File: config.mk
export PLATFORM = sky130hd
export DESIGN_NAME = ahs_homing
export DESIGN_NICKNAME = d
export VERILOG_FILES = /design/src/design/ahs_pkg.sv /design/src/design/ahs_homing.sv
export VERILOG_INCLUDE_DIRS = /design/src /design/src/design
export SDC_FILE = /design/constraint.sdc
export NUM_CORES = 1
export LEC_CHECK = 0
export ABC_CLOCK_PERIOD_IN_PS = 5790
export BUFFER_PORTS_ARGS = -buffer_cell sky130_fd_sc_hd__buf_2
export CORE_ASPECT_RATIO = 0.7
export CORE_MARGIN = 2
export CORE_UTILIZATION = 28
export CTS_CLUSTER_SIZE = 20
export DETAILED_ROUTE_END_ITERATION = 8
export REMOVE_ABC_BUFFERS = 1
export SETUP_SLACK_MARGIN = 0.3
export SYNTH_ARGS = -nofsm -noshare
export SYNTH_HDL_FRONTEND = slang
export SYNTH_SLANG_ARGS = --single-unit
File: constraint.sdc
create_clock -name clk_sys -period 5.79 [get_ports clk_sys]
set_clock_uncertainty 0.2 [all_clocks]
set_input_delay 0.579 -clock clk_sys [delete_from_list [all_inputs] [get_ports clk_sys]]
set_output_delay 0.579 -clock clk_sys [all_outputs]
set_load 0.02 [all_outputs]
File: src/design/ahs_cfg.svh
// Constants for the axis homing sequencer: object indices, fields, reset values, method table.
`ifndef AHS_CFG_SVH
`define AHS_CFG_SVH
`define AHS_IDX_CTRL     16'h6040
`define AHS_IDX_STAT     16'h6041
`define AHS_IDX_OFFSET   16'h607C
`define AHS_IDX_METHOD   16'h6098
`define AHS_IDX_SPEEDS   16'h6099
`define AHS_IDX_ACCEL    16'h609A
`define AHS_SUB_COUNT    8'h00
`define AHS_SUB_SW       8'h01
`define AHS_SUB_ZERO     8'h02
`define AHS_SPEED_COUNT  32'h0000_0002
`define AHS_RST_WORD     32'h0000_0000
`define AHS_CW_START     4
`define AHS_CW_HALT      8
`define AHS_SW_REACHED   10
`define AHS_SW_ATTAINED  12
`define AHS_SW_ERROR     13
`define AHS_M_NONE       8'sd0
`define AHS_M_NEG_LIM    8'sd1
`define AHS_M_POS_LIM    8'sd2
`define AHS_M_LAST_SW    8'sd14
`define AHS_M_MOM_FIRST  8'sd7
`define AHS_M_MOM_LEFT   8'sd11
`define AHS_M_NOIDX_BASE 8'sd16
`define AHS_M_NOIDX_LAST 8'sd30
`define AHS_M_IDX_NEG    8'sd33
`define AHS_M_IDX_POS    8'sd34
`define AHS_M_CURRENT    8'sd35
// Bit m-1 set: method m makes its final approach rightward.
`define AHS_FINAL_RIGHT  14'h1699
// Bit m-1 set: method m seeks the edge where the signal becomes active.
`define AHS_WANT_ACTIVE  14'h19A8
`endif

File: src/design/ahs_pkg.sv
// Types shared by the axis homing sequencer.
package ahs_pkg;
  typedef enum logic [2:0] {AHS_IDLE, AHS_SEEK, AHS_ALIGN, AHS_APPROACH, AHS_INDEX} ahs_state_e;
  typedef enum logic [1:0] {AHS_SIG_NEG, AHS_SIG_POS, AHS_SIG_HOME} ahs_sig_e;
  typedef enum logic [1:0] {AHS_K_SWITCH, AHS_K_INDEX, AHS_K_CURRENT} ahs_kind_e;
  typedef struct packed {
    logic      valid;
    ahs_kind_e kind;
    ahs_sig_e  sig;
    logic      final_right;
    logic      want;
    logic      use_idx;
    logic      momentary;
    logic      init_right;
  } ahs_meth_s;
  typedef struct packed {
    ahs_state_e  st;
    ahs_meth_s   md;
    logic [15:0] ctrl;
    logic [7:0]  method;
    logic [31:0] spd_sw;
    logic [31:0] spd_zero;
    logic [31:0] accel;
    logic [31:0] offset;
    logic [31:0] home_pos;
    logic [31:0] zero_pos;
    logic [31:0] spd;
    logic [31:0] rdata;
    logic        rvalid;
    logic        attained;
    logic        error;
    logic        dir;
    logic        move;
  } ahs_state_s;
endpackage

File: src/design/ahs_homing.sv
// Axis homing sequencer with object-dictionary access and switch, limit and index inputs.
`timescale 1ns/1ns
`include "ahs_cfg.svh"
module ahs_homing
  import ahs_pkg::*;
(
  input  wire logic        clk_sys,
  input  wire logic        sys_rst,
  input  wire logic        od_wr_en,
  input  wire logic        od_rd_en,
  input  wire logic [15:0] od_index,
  input  wire logic [7:0]  od_sub,
  input  wire logic [31:0] od_wdata,
  output logic      [31:0] od_rdata,
  output logic             od_rvalid,
  input  wire logic        neg_limit,
  input  wire logic        pos_limit,
  input  wire logic        home_sw,
  input  wire logic        index_pulse,
  input  wire logic [31:0] position,
  output logic             move_en,
  output logic             dir_right,
  output logic      [31:0] speed_cmd,
  output logic      [31:0] accel_cmd,
  output logic      [31:0] home_pos,
  output logic      [31:0] zero_pos,
  output logic      [15:0] statusword
);

  // ****************************************************************
  // Method decoding
  // ****************************************************************

  // Turns a method code into signal, sides and index use.
  function automatic ahs_meth_s decode(input logic signed [7:0] code);
    ahs_meth_s   r;
    logic signed [7:0] m;
    logic [3:0]  b;
    logic [13:0] fr_tbl;
    logic [13:0] wa_tbl;
    r = '0;
    fr_tbl = `AHS_FINAL_RIGHT;
    wa_tbl = `AHS_WANT_ACTIVE;
    m = (code < 0) ? -code : code;
    r.use_idx = (code > 0);
    if (m > `AHS_M_NOIDX_BASE && m <= `AHS_M_NOIDX_LAST)
    begin
      m = m - `AHS_M_NOIDX_BASE;
      r.use_idx = 1'b0;
    end
    b = 4'(m - 8'sd1);
    if (m >= `AHS_M_NEG_LIM && m <= `AHS_M_LAST_SW)
    begin
      r.valid       = 1'b1;
      r.kind        = AHS_K_SWITCH;
      r.sig         = (m == `AHS_M_NEG_LIM) ? AHS_SIG_NEG :
                      (m == `AHS_M_POS_LIM) ? AHS_SIG_POS : AHS_SIG_HOME;
      r.final_right = fr_tbl[b];
      r.want        = wa_tbl[b];
      r.momentary   = (m >= `AHS_M_MOM_FIRST);
      r.init_right  = (m < `AHS_M_MOM_LEFT);
    end
    else if ((m == `AHS_M_IDX_NEG || m == `AHS_M_IDX_POS) && code > 0)
    begin
      r.valid       = 1'b1;
      r.kind        = AHS_K_INDEX;
      r.final_right = (m == `AHS_M_IDX_POS);
      r.use_idx     = 1'b1;
    end
    else if (m == `AHS_M_CURRENT && code > 0)
    begin
      r.valid = 1'b1;
      r.kind  = AHS_K_CURRENT;
    end
    return r;
  endfunction

  // Picks the level of the selected homing signal.
  function automatic logic sel_sig(input ahs_sig_e s, input logic n, input logic p,
                                   input logic h);
    return (s == AHS_SIG_NEG) ? n : (s == AHS_SIG_POS) ? p : h;
  endfunction

  // ****************************************************************
  // State
  // ****************************************************************

  ahs_state_s q;
  ahs_state_s d;
  logic       wr_ctrl;
  logic       start;
  logic       abort;
  logic       level;
  logic       lim_hit;
  logic       halt;
  logic       stepping;

  // Control word edges are judged against the stored word at the write.
  assign wr_ctrl  = od_wr_en && od_index == `AHS_IDX_CTRL;
  assign start    = wr_ctrl && od_wdata[`AHS_CW_START] && !q.ctrl[`AHS_CW_START];
  assign abort    = wr_ctrl && !od_wdata[`AHS_CW_START] && q.ctrl[`AHS_CW_START];
  assign halt     = q.ctrl[`AHS_CW_HALT];
  assign level    = sel_sig(q.md.sig, neg_limit, pos_limit, home_sw);
  assign lim_hit  = q.dir ? pos_limit : neg_limit;
  assign stepping = !halt && !abort;

  // ****************************************************************
  // Next-state logic
  // ****************************************************************

  // One process updates registers, sequencer and read data.
  always_comb
  begin
    ahs_meth_s md;
    logic      finish;
    d      = q;
    md     = decode(q.method);
    finish = 1'b0;
    d.rvalid = od_rd_en;
    d.rdata  = `AHS_RST_WORD;
    if (od_rd_en)
    begin
      case (od_index)
        `AHS_IDX_CTRL:   d.rdata = {16'h0000, q.ctrl};
        `AHS_IDX_STAT:   d.rdata = {16'h0000, statusword};
        `AHS_IDX_OFFSET: d.rdata = q.offset;
        `AHS_IDX_METHOD: d.rdata = {{24{q.method[7]}}, q.method};
        `AHS_IDX_ACCEL:  d.rdata = q.accel;
        `AHS_IDX_SPEEDS:
        begin
          if (od_sub == `AHS_SUB_COUNT)
            d.rdata = `AHS_SPEED_COUNT;
          else if (od_sub == `AHS_SUB_SW)
            d.rdata = q.spd_sw;
          else if (od_sub == `AHS_SUB_ZERO)
            d.rdata = q.spd_zero;
        end
        default:         d.rdata = `AHS_RST_WORD;
      endcase
    end
    if (od_wr_en)
    begin
      case (od_index)
        `AHS_IDX_CTRL:   d.ctrl = od_wdata[15:0];
        `AHS_IDX_OFFSET: d.offset = od_wdata;
        `AHS_IDX_METHOD: d.method = od_wdata[7:0];
        `AHS_IDX_ACCEL:  d.accel = od_wdata;
        `AHS_IDX_SPEEDS:
        begin
          if (od_sub == `AHS_SUB_SW)
            d.spd_sw = od_wdata;
          else if (od_sub == `AHS_SUB_ZERO)
            d.spd_zero = od_wdata;
        end
        default:         d.method = d.method;
      endcase
    end
    case (q.st)
      AHS_IDLE:
      begin
        if (start)
        begin
          d.md       = md;
          d.attained = 1'b0;
          d.error    = 1'b0;
          if (q.method == `AHS_M_NONE)
            d.st = AHS_IDLE;
          else if (!md.valid)
            d.error = 1'b1;
          else if (md.kind == AHS_K_CURRENT)
            finish = 1'b1;
          else if (md.kind == AHS_K_INDEX)
          begin
            d.st  = AHS_INDEX;
            d.dir = md.final_right;
          end
          else if (md.momentary && !sel_sig(md.sig, neg_limit, pos_limit, home_sw))
          begin
            d.st  = AHS_SEEK;
            d.dir = md.init_right;
          end
          else if (sel_sig(md.sig, neg_limit, pos_limit, home_sw) == md.want)
          begin
            d.st  = AHS_ALIGN;
            d.dir = !md.final_right;
          end
          else
          begin
            d.st  = AHS_APPROACH;
            d.dir = md.final_right;
          end
        end
      end
      AHS_SEEK:
      begin
        if (stepping && level)
        begin
          d.st  = q.md.want ? AHS_ALIGN : AHS_APPROACH;
          d.dir = q.md.want ? !q.md.final_right : q.md.final_right;
        end
        else if (stepping && lim_hit)
          d.dir = !q.dir;
      end
      AHS_ALIGN:
      begin
        if (stepping && level != q.md.want)
        begin
          d.st  = AHS_APPROACH;
          d.dir = q.md.final_right;
        end
      end
      AHS_APPROACH:
      begin
        if (stepping && level == q.md.want)
        begin
          if (q.md.use_idx)
            d.st = AHS_INDEX;
          else
            finish = 1'b1;
        end
      end
      AHS_INDEX:
      begin
        if (stepping && index_pulse)
          finish = 1'b1;
      end
      default: d.st = AHS_IDLE;
    endcase
    if (finish)
    begin
      d.st       = AHS_IDLE;
      d.home_pos = position;
      d.zero_pos = position + q.offset;
      d.attained = 1'b1;
    end
    if (abort)
      d.st = AHS_IDLE;
    d.spd  = (d.st == AHS_INDEX) ? d.spd_zero : d.spd_sw;
    d.move = (d.st != AHS_IDLE) && !d.ctrl[`AHS_CW_HALT];
  end

  // ****************************************************************
  // Registers
  // ****************************************************************

  // Synchronous reset; acceleration has no printed default and clears too.
  always_ff @(posedge clk_sys)
  begin
    if (sys_rst)
    begin
      q <= '0;
    end
    else
    begin
      q <= d;
    end
  end

  assign dir_right  = q.dir;
  assign move_en    = q.move;
  assign speed_cmd  = q.spd;
  assign accel_cmd  = q.accel;
  assign home_pos   = q.home_pos;
  assign zero_pos   = q.zero_pos;
  assign od_rdata   = q.rdata;
  assign od_rvalid  = q.rvalid;

  // Status bits; reached also covers a halted, stopped axis.
  always_comb
  begin
    statusword = 16'h0000;
    statusword[`AHS_SW_ATTAINED] = q.attained;
    statusword[`AHS_SW_ERROR]    = q.error;
    statusword[`AHS_SW_REACHED]  = q.attained || (halt && !q.move);
  end
endmodule

==> results.cfg <==
[placement]
portBuffers = 261
dp_hpwl_um = 36700
place.gp.congestion = 0.914

[cells_and_area]
layout-drive-gt1-share = 0.208
area_delta_synth_final_pct = 13.5
nNetsFinal = 2117

[yosys]
synthFlopType = dfxtp_1
yosysUniqueCellTypes = 79
synth-seq-area-share = 0.383
yosysTopAreaCellShare = 0.383
ys_top_cells_by_area = dfxtp_1, nand2_1, buf_4
syn_inst = 1949
yosysWarnings = 0
yosys.area.top_type = dfxtp_1
synth_edf_count = 0
syn_area_um2 = 15300
ys_ff_latch = 293
avgSynthCellArea_um2 = 7.86
synth-async-reset-ratio = 0

[drt]
wl_per_cell_um = 19.4
dr.pass1.iters = 6
drc = 0
routed_via_density = 4.97
drt_wl_total_um = 53300
ant_nets = 0
vias = 13600
drt_iter0_markers = 1315

[timing]
max-slew-margin-rel = 0.238
rsz0062_at_grt = no
final_max_slew_viol_count = 0
hold_violations = 0
worst_pin_slew_ns = 1.14
fin_crit_ns = 4.84
fmax_ghz = 0.207
fin_crit_sh = 0.836
whs_ns = 0.0923
setup_viol = 0

[critical_path]
r2r_end = speed_cmd[10]$_SDFF_PP0_
max_stage_delay_ns = 0.54
criticalPathCategory = reg2reg
startpoint_type = register
arrival_ns = 5.06
r2r_slack_ns = 0.95
path_cells = inv_1 -> ha_1 -> buf_4 -> nor3b_1 -> or3_1 -> and2_1 -> inv_1 -> ha_1 -> inv_1 -> a221oi_2 -> mux2i_1 -> or3_1 -> a211oi_2 -> o221ai_4 -> o21ai_4 -> buf_12 -> nor2_1 -> a2111oi_2
reg2reg_from = q[262]$_SDFFE_PP0P_
worstSetupEndpointType = register
cp_top_family = compound AO/OA/AOI/OAI gates
cpMaxStageDelayCell = dfxtp_1
critPathMaxFanout = 19
crit_buf_inv = 5
required_ns = 6.01
r2r_cells = 18
critPathMostFrequentCell = inv_1
setup.worst_path.start = q[262]$_SDFFE_PP0P_

[worst_hold_path]
hold_class = in2reg
min_to = home_pos[30]$_SDFFE_PP0P_
min_path_cells = 3
min_from = position[30]

[clock_network]
clockBufferDepth = 3
ctsHoldBuffers = 0
post_cts_buffers = 0
cts_tree = built
cts-root-buf = clkbuf_16
cts_resized = 0
clk_latency_ns = 0.55
cts_buffers = 35
path_clk_slew_ns = 0.07
cts_max_level = 2
cts_sinks = 293

[die]
core_area_um2 = 53900
rows = 71
die_h_um = 200
io_pins = 275
start_util = 0.284
die_w_um = 284
die_area_um2 = 56700

[pwr]
ir_worst_vdd_mv = 0.129
leakage_nw = 6.80
total_power_mw = 4.66
pwr_density_cell_nw_per_um2 = 268

[global_routing]
grt_pass1_wl_um = 79000
grt_pass1_vias = 12900
grt-ovfl-total = 0
grt.total_usage = 0.181
grt_start_max_net_pins = 187
grt_antenna_before_repair = 5

[outcome]
status = completed

[job]
cap_violations = 0
## power by group
group | leakage (nW) | switching, mW | internal (mW)
Combinational | 3.82 | 0.117 | 0.0522
Sequential | 2.36 | 0.0000640 | 2.02
Clock | 0.629 | 0.952 | 1.53
Total | 6.80 | 1.07 | 3.59
## cell families (layout without fill, tap and decap cells)
kind of cell	Yosys count	after routing	share of synthesized area
and+or+nand+nor	700	700	0.193
buffers and inverters	357	407	0.134
adders and majority gates	36	36	0.0299
muxes	21	21	0.0140
other	1	16	0.000245
xor gates and xnor gates	33	33	0.0189
AOI/OAI and AO/OA	508	508	0.227
DFF	293	293	0.383
## worst max path at each step
stage	end	slack (ns)	depth (start not counted)
2_1_floorplan	speed_cmd[0]$_SDFF_PP0_	-1.19	6
3_3_place_gp	speed_cmd[29]$_SDFF_PP0_	1.20	15
3_5_place_dp	speed_cmd[10]$_SDFF_PP0_	1.01	18
4_1_cts	speed_cmd[10]$_SDFF_PP0_	0.97	18
5_1_grt	speed_cmd[31]$_SDFF_PP0_	0.63	18
6_report	speed_cmd[10]$_SDFF_PP0_	0.95	18
## cell usage in the layout, fill, tap and decap left out, types with 26 or more instances in the layout
master	instances
inv_1	55
o21ai_0	26
a22o_1	32
a21oi_1	254
ha_1	35
nor2_1	137
a31oi_1	26
buf_2	260
nand2_1	443
dfxtp_1	293
a22oi_1	26
clkbuf_16	35
a2111oi_2	31
## worst min-delay path, stage by stage
cell and delay, ns:
buf_2 0.11, nand2_1 0.05, a21oi_1 0.05
## registers in the layout, indices dropped and copies added, names as in the netlist, 2 cells and up
signal	flops
q	127
accel_cmd	32
home_pos	32
od_rdata	32
speed_cmd	32
zero_pos	32
statusword	2
## per-stage QoR
step	setup TNS, ns	std cells	setup slack [ns]	utilization	area (um2)
after global routing	0	2741	0.628	0.322	17400
after detailed placement	0	2678	1.01	0.299	16100
final	0	2744	0.950	0.323	17400
after floorplan	-39.60	1659	-1.19	-	13500
after CTS	0	2741	0.970	0.322	17400
after global placement	0	2678	1.20	0.299	16100
## cells in the mapped netlist (5+ instances only)
cell / number
a2111oi_2: 31
a211oi_1: 10
a21boi_0: 5
a21o_1: 17
a21oi_1: 254
a221oi_1: 19
a22o_1: 32
a22oi_1: 26
a31oi_1: 26
and3_1: 5
buf_2: 15
buf_4: 175
buf_6: 6
clkbuf_1: 104
dfxtp_1: 293
ha_1: 35
inv_1: 55
mux2i_1: 17
nand2_1: 443
nand2b_1: 9
nand3_1: 21
nand3b_1: 5
nand4_1: 6
nor2_1: 137
nor2b_1: 9
nor3_1: 14
nor3b_1: 6
nor4_1: 9
o21a_1: 6
o21ai_0: 26
o31ai_1: 8
or2_2: 5
or3_1: 6
xnor2_1: 23
xor2_1: 10
## cell type report
class | count | area [um2]
Clock inverter | 18 | 297
Tap cell | 730 | 913
Timing Repair Buffer | 289 | 1560
Fill cell | 5647 | 36500
Sequential cell | 293 | 5870
Inverter | 55 | 206
Multi-Input combinational cell | 1311 | 7560
Clock buffer | 45 | 983
Antenna cell | 3 | 7.51
## per-layer routing
metal | track usage | part of all wire | vias to the layer above
met3 | 0.0422 | 0.080 | 72
met1 | 0.251 | 0.46 | 6539
li1 | - | - | 6583
met2 | 0.282 | 0.44 | 448
met4 | 0.0486 | 0.019 | 2
met5 | 0 | 0.00023 | -
Note: power is estimated with default switching activity, not from simulation.
